## src/rtl/psr_pkg.sv

```systemverilog
// Constants shared by the dual pressure setpoint relay block
`default_nettype none

package psr_pkg;

   localparam int unsigned DATA_W = 32;
   localparam int unsigned ADDR_W = 8;
   localparam int unsigned NUM_CH = 2;
   localparam int unsigned HYST_W = 8;
   localparam int unsigned EV_W   = 2 * NUM_CH;

   // Register byte offsets, channel registers repeat every stride
   localparam logic [7:0] OFF_TRIP0  = 8'h00;
   localparam logic [7:0] OFF_CFG0   = 8'h04;
   localparam logic [7:0] OFF_STRIDE = 8'h08;
   localparam logic [7:0] OFF_STATE  = 8'h10;
   localparam logic [7:0] OFF_IRQ_ST = 8'h14;
   localparam logic [7:0] OFF_IRQ_MK = 8'h18;
   localparam logic [7:0] OFF_PRESS  = 8'h1C;

   // Configuration word fields
   localparam int unsigned CFG_POL_BIT  = 0;
   localparam int unsigned CFG_EN_BIT   = 1;
   localparam int unsigned CFG_HYST_LSB = 8;

   // Pressure is linear in millionths of the selected unit
   localparam logic [31:0] TRIP_MIN = 32'h0000_0064;
   localparam logic [31:0] TRIP_MAX = 32'h05F5_E100;
   localparam logic [31:0] TRIP_RST = TRIP_MIN;

   localparam logic [HYST_W-1:0] HYST_RST = 8'h0A;
   localparam logic [HYST_W-1:0] HYST_MAX = 8'h63;
   localparam logic [39:0]       PCT_DIV  = 40'h00_0000_0064;

   localparam logic POL_RST = 1'b0;
   localparam logic EN_RST  = 1'b1;

   localparam logic [EV_W-1:0] MASK_RST = 4'h0;

   localparam logic [1:0] RESP_OKAY   = 2'h0;
   localparam logic [1:0] RESP_SLVERR = 2'h2;

endpackage : psr_pkg

`default_nettype wire

```

## src/rtl/psr_top.sv

```systemverilog
// Dual pressure setpoint comparators with relay drives and AXI4-Lite registers
//
// Implementation choices: the AXI4-Lite interface to the registers and the placing of the registers.
`default_nettype none

module psr_top (
   input  wire logic                        i_ref_clk,
   input  wire logic                        i_rstn,
   input  wire logic [psr_pkg::DATA_W-1:0]  i_pressure,
   output logic      [psr_pkg::NUM_CH-1:0]  o_relay,
   output logic                             o_irq,
   input  wire logic [psr_pkg::ADDR_W-1:0]  i_awaddr,
   input  wire logic                        i_awvalid,
   output logic                             o_awready,
   input  wire logic [psr_pkg::DATA_W-1:0]  i_wdata,
   input  wire logic [3:0]                  i_wstrb,
   input  wire logic                        i_wvalid,
   output logic                             o_wready,
   output logic      [1:0]                  o_bresp,
   output logic                             o_bvalid,
   input  wire logic                        i_bready,
   input  wire logic [psr_pkg::ADDR_W-1:0]  i_araddr,
   input  wire logic                        i_arvalid,
   output logic                             o_arready,
   output logic      [psr_pkg::DATA_W-1:0]  o_rdata,
   output logic      [1:0]                  o_rresp,
   output logic                             o_rvalid,
   input  wire logic                        i_rready
);

   localparam int unsigned NCH = psr_pkg::NUM_CH;
   localparam int unsigned HW  = psr_pkg::HYST_W;
   localparam int unsigned EVW = psr_pkg::EV_W;

   // Byte lanes merged into an old word
   function automatic logic [31:0] merge(
      input logic [31:0] old,
      input logic [31:0] data,
      input logic [3:0]  strb
   );
      logic [31:0] r;
      r = old;
      for (int b = 0; b < 4; b++) begin
         if (strb[b]) begin
            r[8*b +: 8] = data[8*b +: 8];
         end
      end
      return r;
   endfunction : merge

   function automatic logic [31:0] clamp_trip(input logic [31:0] v);
      logic [31:0] r;
      r = v;
      if (v < psr_pkg::TRIP_MIN) begin
         r = psr_pkg::TRIP_MIN;
      end else if (v > psr_pkg::TRIP_MAX) begin
         r = psr_pkg::TRIP_MAX;
      end
      return r;
   endfunction : clamp_trip

   // Percent of the trip point; fits 32 bits since trip and percent are capped
   function automatic logic [31:0] hyst_offset(
      input logic [31:0]   trip,
      input logic [HW-1:0] pct
   );
      logic [39:0] prod;
      logic [39:0] quot;
      prod = {8'h00, trip} * {32'h0000_0000, pct};
      quot = prod / psr_pkg::PCT_DIV;
      return quot[31:0];
   endfunction : hyst_offset

   function automatic logic [31:0] cfg_word(
      input logic          pol,
      input logic          en,
      input logic [HW-1:0] pct
   );
      logic [31:0] r;
      r = 32'h0000_0000;
      r[psr_pkg::CFG_POL_BIT] = pol;
      r[psr_pkg::CFG_EN_BIT] = en;
      r[psr_pkg::CFG_HYST_LSB +: HW] = pct;
      return r;
   endfunction : cfg_word

   // Channel settings
   logic [NCH-1:0][31:0]   trip;
   logic [NCH-1:0][HW-1:0] hyst;
   logic [NCH-1:0]         pol_rev;
   logic [NCH-1:0]         rly_en;

   logic [EVW-1:0] irq_st;
   logic [EVW-1:0] irq_mask;

   // Write channel holding state
   logic        aw_full;
   logic        w_full;
   logic [7:0]  waddr;
   logic [31:0] wdata;
   logic [3:0]  wstrb;

   wire logic aw_hs   = i_awvalid & o_awready;
   wire logic w_hs    = i_wvalid & o_wready;
   wire logic b_hs    = o_bvalid & i_bready;
   wire logic ar_hs   = i_arvalid & o_arready;
   wire logic r_hs    = o_rvalid & i_rready;
   wire logic wr_fire = aw_full & w_full & ~o_bvalid;

   // Low address bits ignored, word access only
   wire logic [7:0]  wr_addr = {waddr[7:2], 2'b00};
   wire logic [7:0]  rd_addr = {i_araddr[7:2], 2'b00};
   wire logic [31:0] wr_bits = merge(32'h0000_0000, wdata, wstrb);

   wire logic st_we = wr_fire & (wr_addr == psr_pkg::OFF_IRQ_ST);
   wire logic mk_we = wr_fire & (wr_addr == psr_pkg::OFF_IRQ_MK);

   logic [NCH-1:0]         trip_we;
   logic [NCH-1:0]         cfg_we;
   logic [NCH-1:0]         trip_hit;
   logic [NCH-1:0]         cfg_hit;
   logic [NCH-1:0][31:0]   next_trip;
   logic [NCH-1:0][HW-1:0] next_hyst;
   logic [NCH-1:0]         next_pol;
   logic [NCH-1:0]         next_en;
   logic [NCH-1:0]         next_relay;
   logic [EVW-1:0]         ev;
   logic [NCH-1:0][31:0]   rd_trip;
   logic [NCH-1:0][31:0]   rd_cfg;
   logic [NCH-1:0]         rd_trip_hit;
   logic [NCH-1:0]         rd_cfg_hit;

   for (genvar ch = 0; ch < NCH; ch++) begin : g_ch
      localparam logic [7:0] A_TRIP =
         8'(psr_pkg::OFF_TRIP0 + psr_pkg::OFF_STRIDE * ch);
      localparam logic [7:0] A_CFG =
         8'(psr_pkg::OFF_CFG0 + psr_pkg::OFF_STRIDE * ch);

      logic [31:0]   off;
      logic [31:0]   rel_hi;
      logic [31:0]   rel_lo;
      logic          act;
      logic          rel;
      logic [31:0]   cfg_new;
      logic [HW-1:0] pct_new;

      assign trip_hit[ch] = (wr_addr == A_TRIP);
      assign cfg_hit[ch]  = (wr_addr == A_CFG);
      assign trip_we[ch]  = wr_fire & trip_hit[ch];
      assign cfg_we[ch]   = wr_fire & cfg_hit[ch];

      assign next_trip[ch] = clamp_trip(merge(trip[ch], wdata, wstrb));

      assign cfg_new = merge(cfg_word(pol_rev[ch], rly_en[ch], hyst[ch]), wdata, wstrb);
      assign pct_new = cfg_new[psr_pkg::CFG_HYST_LSB +: HW];

      assign next_hyst[ch] = (pct_new > psr_pkg::HYST_MAX) ? psr_pkg::HYST_MAX : pct_new;
      assign next_pol[ch] = cfg_new[psr_pkg::CFG_POL_BIT];
      assign next_en[ch] = cfg_new[psr_pkg::CFG_EN_BIT];

      assign off    = hyst_offset(trip[ch], hyst[ch]);
      assign rel_hi = trip[ch] + off;
      assign rel_lo = trip[ch] - off;

      assign act = pol_rev[ch] ? (i_pressure > trip[ch]) : (i_pressure < trip[ch]);
      assign rel = pol_rev[ch] ? (i_pressure <= rel_lo) : (i_pressure >= rel_hi);

      // Hold inside band, off when disabled
      assign next_relay[ch] = ~rly_en[ch] ? 1'b0 :
                              act         ? 1'b1 :
                              rel         ? 1'b0 : o_relay[ch];

      assign ev[2*ch]   = next_relay[ch] & ~o_relay[ch];
      assign ev[2*ch+1] = ~next_relay[ch] & o_relay[ch];

      assign rd_trip_hit[ch] = (rd_addr == A_TRIP);
      assign rd_cfg_hit[ch]  = (rd_addr == A_CFG);
      assign rd_trip[ch] = rd_trip_hit[ch] ? trip[ch] : 32'h0000_0000;
      assign rd_cfg[ch]  = rd_cfg_hit[ch] ?
                           cfg_word(pol_rev[ch], rly_en[ch], hyst[ch]) : 32'h0000_0000;
   end

   wire logic wr_ok = (|trip_hit) | (|cfg_hit) |
                      (wr_addr == psr_pkg::OFF_IRQ_ST) |
                      (wr_addr == psr_pkg::OFF_IRQ_MK);

   // Raised events win over a clear landing in the same cycle
   wire logic [EVW-1:0] clr_bits     = st_we ? wr_bits[EVW-1:0] : {EVW{1'b0}};
   wire logic [EVW-1:0] next_irq_st  = (irq_st & ~clr_bits) | ev;
   // Mask honours byte lanes like every other register
   wire logic [31:0]    mk_merged    = merge({{(32-EVW){1'b0}}, irq_mask}, wdata, wstrb);
   wire logic [EVW-1:0] next_irq_mk  = mk_we ? mk_merged[EVW-1:0] : irq_mask;

   // Read selection
   wire logic rd_state = (rd_addr == psr_pkg::OFF_STATE);
   wire logic rd_ist   = (rd_addr == psr_pkg::OFF_IRQ_ST);
   wire logic rd_imk   = (rd_addr == psr_pkg::OFF_IRQ_MK);
   wire logic rd_prs   = (rd_addr == psr_pkg::OFF_PRESS);

   wire logic rd_ok = (|rd_trip_hit) | (|rd_cfg_hit) |
                      rd_state | rd_ist | rd_imk | rd_prs;

   logic [31:0] rd_chan;

   always_comb begin
      rd_chan = 32'h0000_0000;
      for (int c = 0; c < NCH; c++) begin
         rd_chan = rd_chan | rd_trip[c] | rd_cfg[c];
      end
   end

   wire logic [31:0] rd_data =
      rd_state ? {{(32-NCH){1'b0}}, o_relay} :
      rd_ist   ? {{(32-EVW){1'b0}}, irq_st} :
      rd_imk   ? {{(32-EVW){1'b0}}, irq_mask} :
      rd_prs   ? i_pressure : rd_chan;

   // Channel settings and relay drives
   always_ff @(posedge i_ref_clk) begin
      for (int c = 0; c < NCH; c++) begin
         if (!i_rstn) begin
            trip[c] <= psr_pkg::TRIP_RST;
            hyst[c] <= psr_pkg::HYST_RST;
            pol_rev[c] <= psr_pkg::POL_RST;
            rly_en[c] <= psr_pkg::EN_RST;
            o_relay[c] <= 1'b0;
         end else begin
            if (trip_we[c]) begin
               trip[c] <= next_trip[c];
            end
            if (cfg_we[c]) begin
               hyst[c] <= next_hyst[c];
               pol_rev[c] <= next_pol[c];
               rly_en[c] <= next_en[c];
            end
            o_relay[c] <= next_relay[c];
         end
      end
   end

   // Sticky events and masked interrupt level
   always_ff @(posedge i_ref_clk) begin
      if (!i_rstn) begin
         irq_st <= {EVW{1'b0}};
         irq_mask <= psr_pkg::MASK_RST;
         o_irq <= 1'b0;
      end else begin
         irq_st <= next_irq_st;
         irq_mask <= next_irq_mk;
         o_irq <= |(next_irq_st & next_irq_mk);
      end
   end

   // Write address and data are taken in either order, one write at a time
   always_ff @(posedge i_ref_clk) begin
      if (!i_rstn) begin
         o_awready <= 1'b1;
         o_wready <= 1'b1;
         o_bvalid <= 1'b0;
         o_bresp <= psr_pkg::RESP_OKAY;
         aw_full <= 1'b0;
         w_full <= 1'b0;
         waddr <= 8'h00;
         wdata <= 32'h0000_0000;
         wstrb <= 4'h0;
      end else begin
         if (aw_hs) begin
            aw_full <= 1'b1;
            o_awready <= 1'b0;
            waddr <= i_awaddr;
         end
         if (w_hs) begin
            w_full <= 1'b1;
            o_wready <= 1'b0;
            wdata <= i_wdata;
            wstrb <= i_wstrb;
         end
         // Settings land at the same edge the response rises
         if (wr_fire) begin
            aw_full <= 1'b0;
            w_full <= 1'b0;
            o_bvalid <= 1'b1;
            o_bresp <= wr_ok ? psr_pkg::RESP_OKAY : psr_pkg::RESP_SLVERR;
         end
         if (b_hs) begin
            o_bvalid <= 1'b0;
            o_awready <= 1'b1;
            o_wready <= 1'b1;
         end
      end
   end

   // Read data captured at address acceptance
   always_ff @(posedge i_ref_clk) begin
      if (!i_rstn) begin
         o_arready <= 1'b1;
         o_rvalid <= 1'b0;
         o_rdata <= 32'h0000_0000;
         o_rresp <= psr_pkg::RESP_OKAY;
      end else begin
         // Refused reads answer with zero data
         if (ar_hs) begin
            o_arready <= 1'b0;
            o_rvalid <= 1'b1;
            o_rdata <= rd_ok ? rd_data : 32'h0000_0000;
            o_rresp <= rd_ok ? psr_pkg::RESP_OKAY : psr_pkg::RESP_SLVERR;
         end
         if (r_hs) begin
            o_rvalid <= 1'b0;
            o_arready <= 1'b1;
         end
      end
   end

endmodule : psr_top

`default_nettype wire

```

## config.mk

```make
export PLATFORM = sky130hd
export DESIGN_NAME = psr_top
export DESIGN_NICKNAME = d
export VERILOG_FILES = /design/src/rtl/psr_pkg.sv /design/src/rtl/psr_top.sv
export SDC_FILE = /design/constraint.sdc
export NUM_CORES = 2
export LEC_CHECK = 0
export BUFFER_PORTS_ARGS = -buffer_cell sky130_fd_sc_hd__buf_2
export CAP_MARGIN = 15
export CORE_ASPECT_RATIO = 0.8
export CORE_MARGIN = 2
export CORE_UTILIZATION = 55
export CTS_BUF_LIST = sky130_fd_sc_hd__clkbuf_4 sky130_fd_sc_hd__clkbuf_8
export DETAILED_ROUTE_END_ITERATION = 7
export PLACE_DENSITY_LB_ADDON = 0.1
export REMOVE_ABC_BUFFERS = 1
export SYNTH_ARGS = -nofsm -noshare
export SYNTH_HDL_FRONTEND = slang
export SYNTH_SLANG_ARGS = --single-unit
```

## constraint.sdc

```tcl
create_clock -name i_ref_clk -period 47 [get_ports i_ref_clk]
set_input_delay 2.35 -clock i_ref_clk [delete_from_list [all_inputs] [get_ports i_ref_clk]]
set_output_delay 2.35 -clock i_ref_clk [all_outputs]
set_load 0.03 [all_outputs]
```

==> metrics.md <==
| Metric | Value |
|---|---|
| Via density | approximately 6.4 |
| Routed wire per std cell | roughly 20 um |
| Register area share after synthesis | 7.09% |
| Synth Area per Inst | around 7.6 um^2 |
| # clock sinks | approximately 180 |
| Ys async rst share | 0% |
| Placer Congestion | approximately 0.96 |
| Ys Warns | 0 |
| Hold Slack | around 0.46 ns |
| CTS H-tree depth | 4 |
| F_max | 24.2 MHz |
| Die Y | roughly 270 um |
| Setup WS post-layout | 5.76 ns |
| Ys flop type | dfxtp_1 |
| Synthesized flop and latch total | about 180 |
| Static leakage | about 22 nW |
| Crit path required time | ~47 ns |
| Initial antenna violation count | 14 |
| Most common cell in the netlist | inv_1 |
| Max VDD drop | ~0.3 mV |
| Crit path largest cell delay | 0.96 ns |
| Maximum buffer depth of the clock tree | 3 |
| Die footprint | 0.0938 mm^2 |
| Slew Viols, Final | 0 |
| Netlist cell types | between 150 and 200 |
| RSZ-0062 raised after global routing | no |
| Setup_tns | 0 ns |
| CTS root buf | clkbuf_8 |
| Mapped Area | 0.0503 mm^2 |
| Post-layout util | roughly 57% |
| Min-delay worst type | register to register |
| Initial Utilization | 55.3% |
| Core Region | around 0.09 mm^2 |
| PD cells | 77.7 mW/mm^2 |
| Dpl ws | around 6.3 ns |
| GRT Total Usage | about a third |
| Buf+Inv Stages, Crit Path | 10 |
| Status | finished, final reports clean |
| Fraction of layout cells with a size suffix above 1 | 8.77% |
| Min cycle time layout | approximately 41 ns |
| # setup viols final | 0 |
| Worst-path clk slew | approximately 0.11 ns |
| Layout Nets | 7,360 |
| Post-CTS Resized | 0 |
| Worst Path Max Fanout | 14 |
| DR iter-0 viols | 4,988 |
| Synth area leader | fa_1 |
| Clk_lat worst skew | roughly 0.55 ns |
| IO Pins | between 100 and 150 |
| Std cell rows | 99 |
| Critical Path AT | between 40 and 50 ns |
| Yosys top cell area share | between 10% and 20% |
| Post-DP Area | about 0.05 mm^2 |
| DP HPWL | approximately 120 mm |
| Total gr overflow | 0 |
| Die Wd | approximately 340 um |
| Element type at the critical path end | register |
| Drt first pass iters | 6 |
| Fin crit share | slightly below 90% |
| Worst slew margin | 21.5% |
| Vias in the first global route | ~45,000 |
| Port bufs | approximately 130 |
| Crit Path Class | register to register |
| Final-report hold violation count | 0 |
| Final ANT Viol Nets | 0 |
| Synth cell count leaders | 574 x inv_1, 568 x nand2_1, 483 x a21oi_1, 483 x nor2_1, 443 x and2_1 |
| Post-route DRC | 0 |
| CP max stage cell | o32ai_2 |
| Global-route wire length before repair | roughly 250 mm |
| Via Count | between 40,000 and 50,000 |
| Cells after Synth | 6,586 |
| Post-synth EDFFs | 0 |
| Worst-margin pin slew | about 1.2 ns |
| CTS tree | done |
| Post-route cell area | a little over 0.05 mm^2 |
| Worst Skew | about 0.031 ns |
| P&R area growth vs syn | 2.92% |
| CTS Buf Count | 25 |
| Delay-heaviest family, CP | compound AO/OA/AOI/OAI gates |
| Hold bufs inserted after CTS | 0 |
| Routed wire length | 156 mm |
| Post-CTS setup buffer count | 0 |
| Max-Cap Viols | 0 |
| Top post-synthesis cells by area | fa_1 14%, ha_1 11%, dfxtp_1 7.1% |
| Cell repeated most along the worst path | nor2_1 |
| CP Launch Type | register |
| Largest net degree at the start of global routing | a little under 80 |
[final cells by class]
type	instances	area, um^2
Clock inverter	4	45.0
Inverter	603	2300
Multi-Input combinational cell	5475	42800
Timing Repair Buffer	188	1090
Clock buffer	29	393
Antenna cell	6	15.0
Tap cell	1212	1520
Sequential cell	178	3560
Fill cell	8854	39200
[placed cells by master (no fill, tap or decap), types with 23 or more instances in the layout]
master	n
o21ai_1	63
ha_1	434
fa_1	364
a31oi_1	53
mux2_2	35
or2_1	23
inv_1	573
o2111ai_1	27
and3_1	51
o31ai_1	36
buf_4	58
buf_2	130
nand3_1	134
nand2b_1	90
clkbuf_8	28
nor2b_1	53
nor4_1	41
xnor2_1	233
nand4_1	83
a21oi_1	483
o211ai_1	72
a22oi_1	47
o21a_1	39
a21o_1	84
mux2i_1	59
or3_1	31
and2_1	442
xor2_1	60
o21ai_0	277
dfxtp_1	178
a211oi_1	69
a221oi_1	26
o22ai_1	59
o21bai_1	67
nor3_1	137
a222oi_1	23
a211o_1	32
o221ai_1	25
nor2_1	482
nand2_1	568
[sequential cells by signal, summed over array words and instances, names as in the netlist, 2 cells and up]
| name | count |
|---|---|
| pol_rev | 2 |
| rly_en | 2 |
| trip | 64 |
| o_rdata | 32 |
| o_relay | 2 |
| wstrb | 4 |
| irq_mask | 4 |
| irq_st | 4 |
| waddr | 6 |
| hyst | 16 |
| wdata | 32 |
[per-layer routing]
| layer | GRT usage [%] | up-vias | share of wire [%] |
|---|---|---|---|
| li1 | - | 23283 | - |
| met1 | 49.6 | 23626 | 47 |
| met2 | 47.6 | 1953 | 41 |
| met3 | 7.24 | 151 | 10 |
| met4 | 3.95 | 14 | 1.2 |
| met5 | 0 | - | 0.055 |
[through the flow]
stage	cells	power, W
after detailed placement	7654	0.00385
after global routing	7689	0.00450
after floorplan	6256	0.00307
final	7695	0.00402
after global placement	7654	0.00377
after CTS	7687	0.00400
[power by group]
part | internal [W] | switching, W | total [W]
Clock | 0.0000599 | 0.0000615 | 0.000121
Sequential | 0.000154 | 0.00000742 | 0.000162
Combinational | 0.00160 | 0.00213 | 0.00373
Total | 0.00182 | 0.00220 | 0.00402
[kinds of logic (layout without fill, tap and decap cells)]
group / Yosys count / count (layout) / share of synthesized area [%]
and+or+nand+nor: 2311 / 2311 / 23.7
AOI/OAI and AO/OA: 1924 / 1924 / 27.7
buffers and inverters: 934 / 824 / 7.76
adders and majority gates: 819 / 819 / 25.7
xor gates and xnor gates: 313 / 313 / 5.75
DFF: 178 / 178 / 7.09
muxes: 106 / 106 / 2.33
other: 1 / 8 / 0.00746
[worst min-delay path: stages (launching register included)]
cell,delay (ns)
dfxtp_1,0.31
nand2_1,0.05
a21oi_1,0.05
[final timing paths]
path / startpoint / endpoint / slack (ns) / cells past startpoint
setup / recovery: trip[36] / o_irq / 5.76 / 164
hold / removal: wdata[31] / wdata[31] / 0.46 / 2
setup reg to reg: trip[36] / o_irq / 5.76 / 164
hold reg to reg: wdata[31] / wdata[31] / 0.46 / 2
Power figures use the tool's default switching activity.
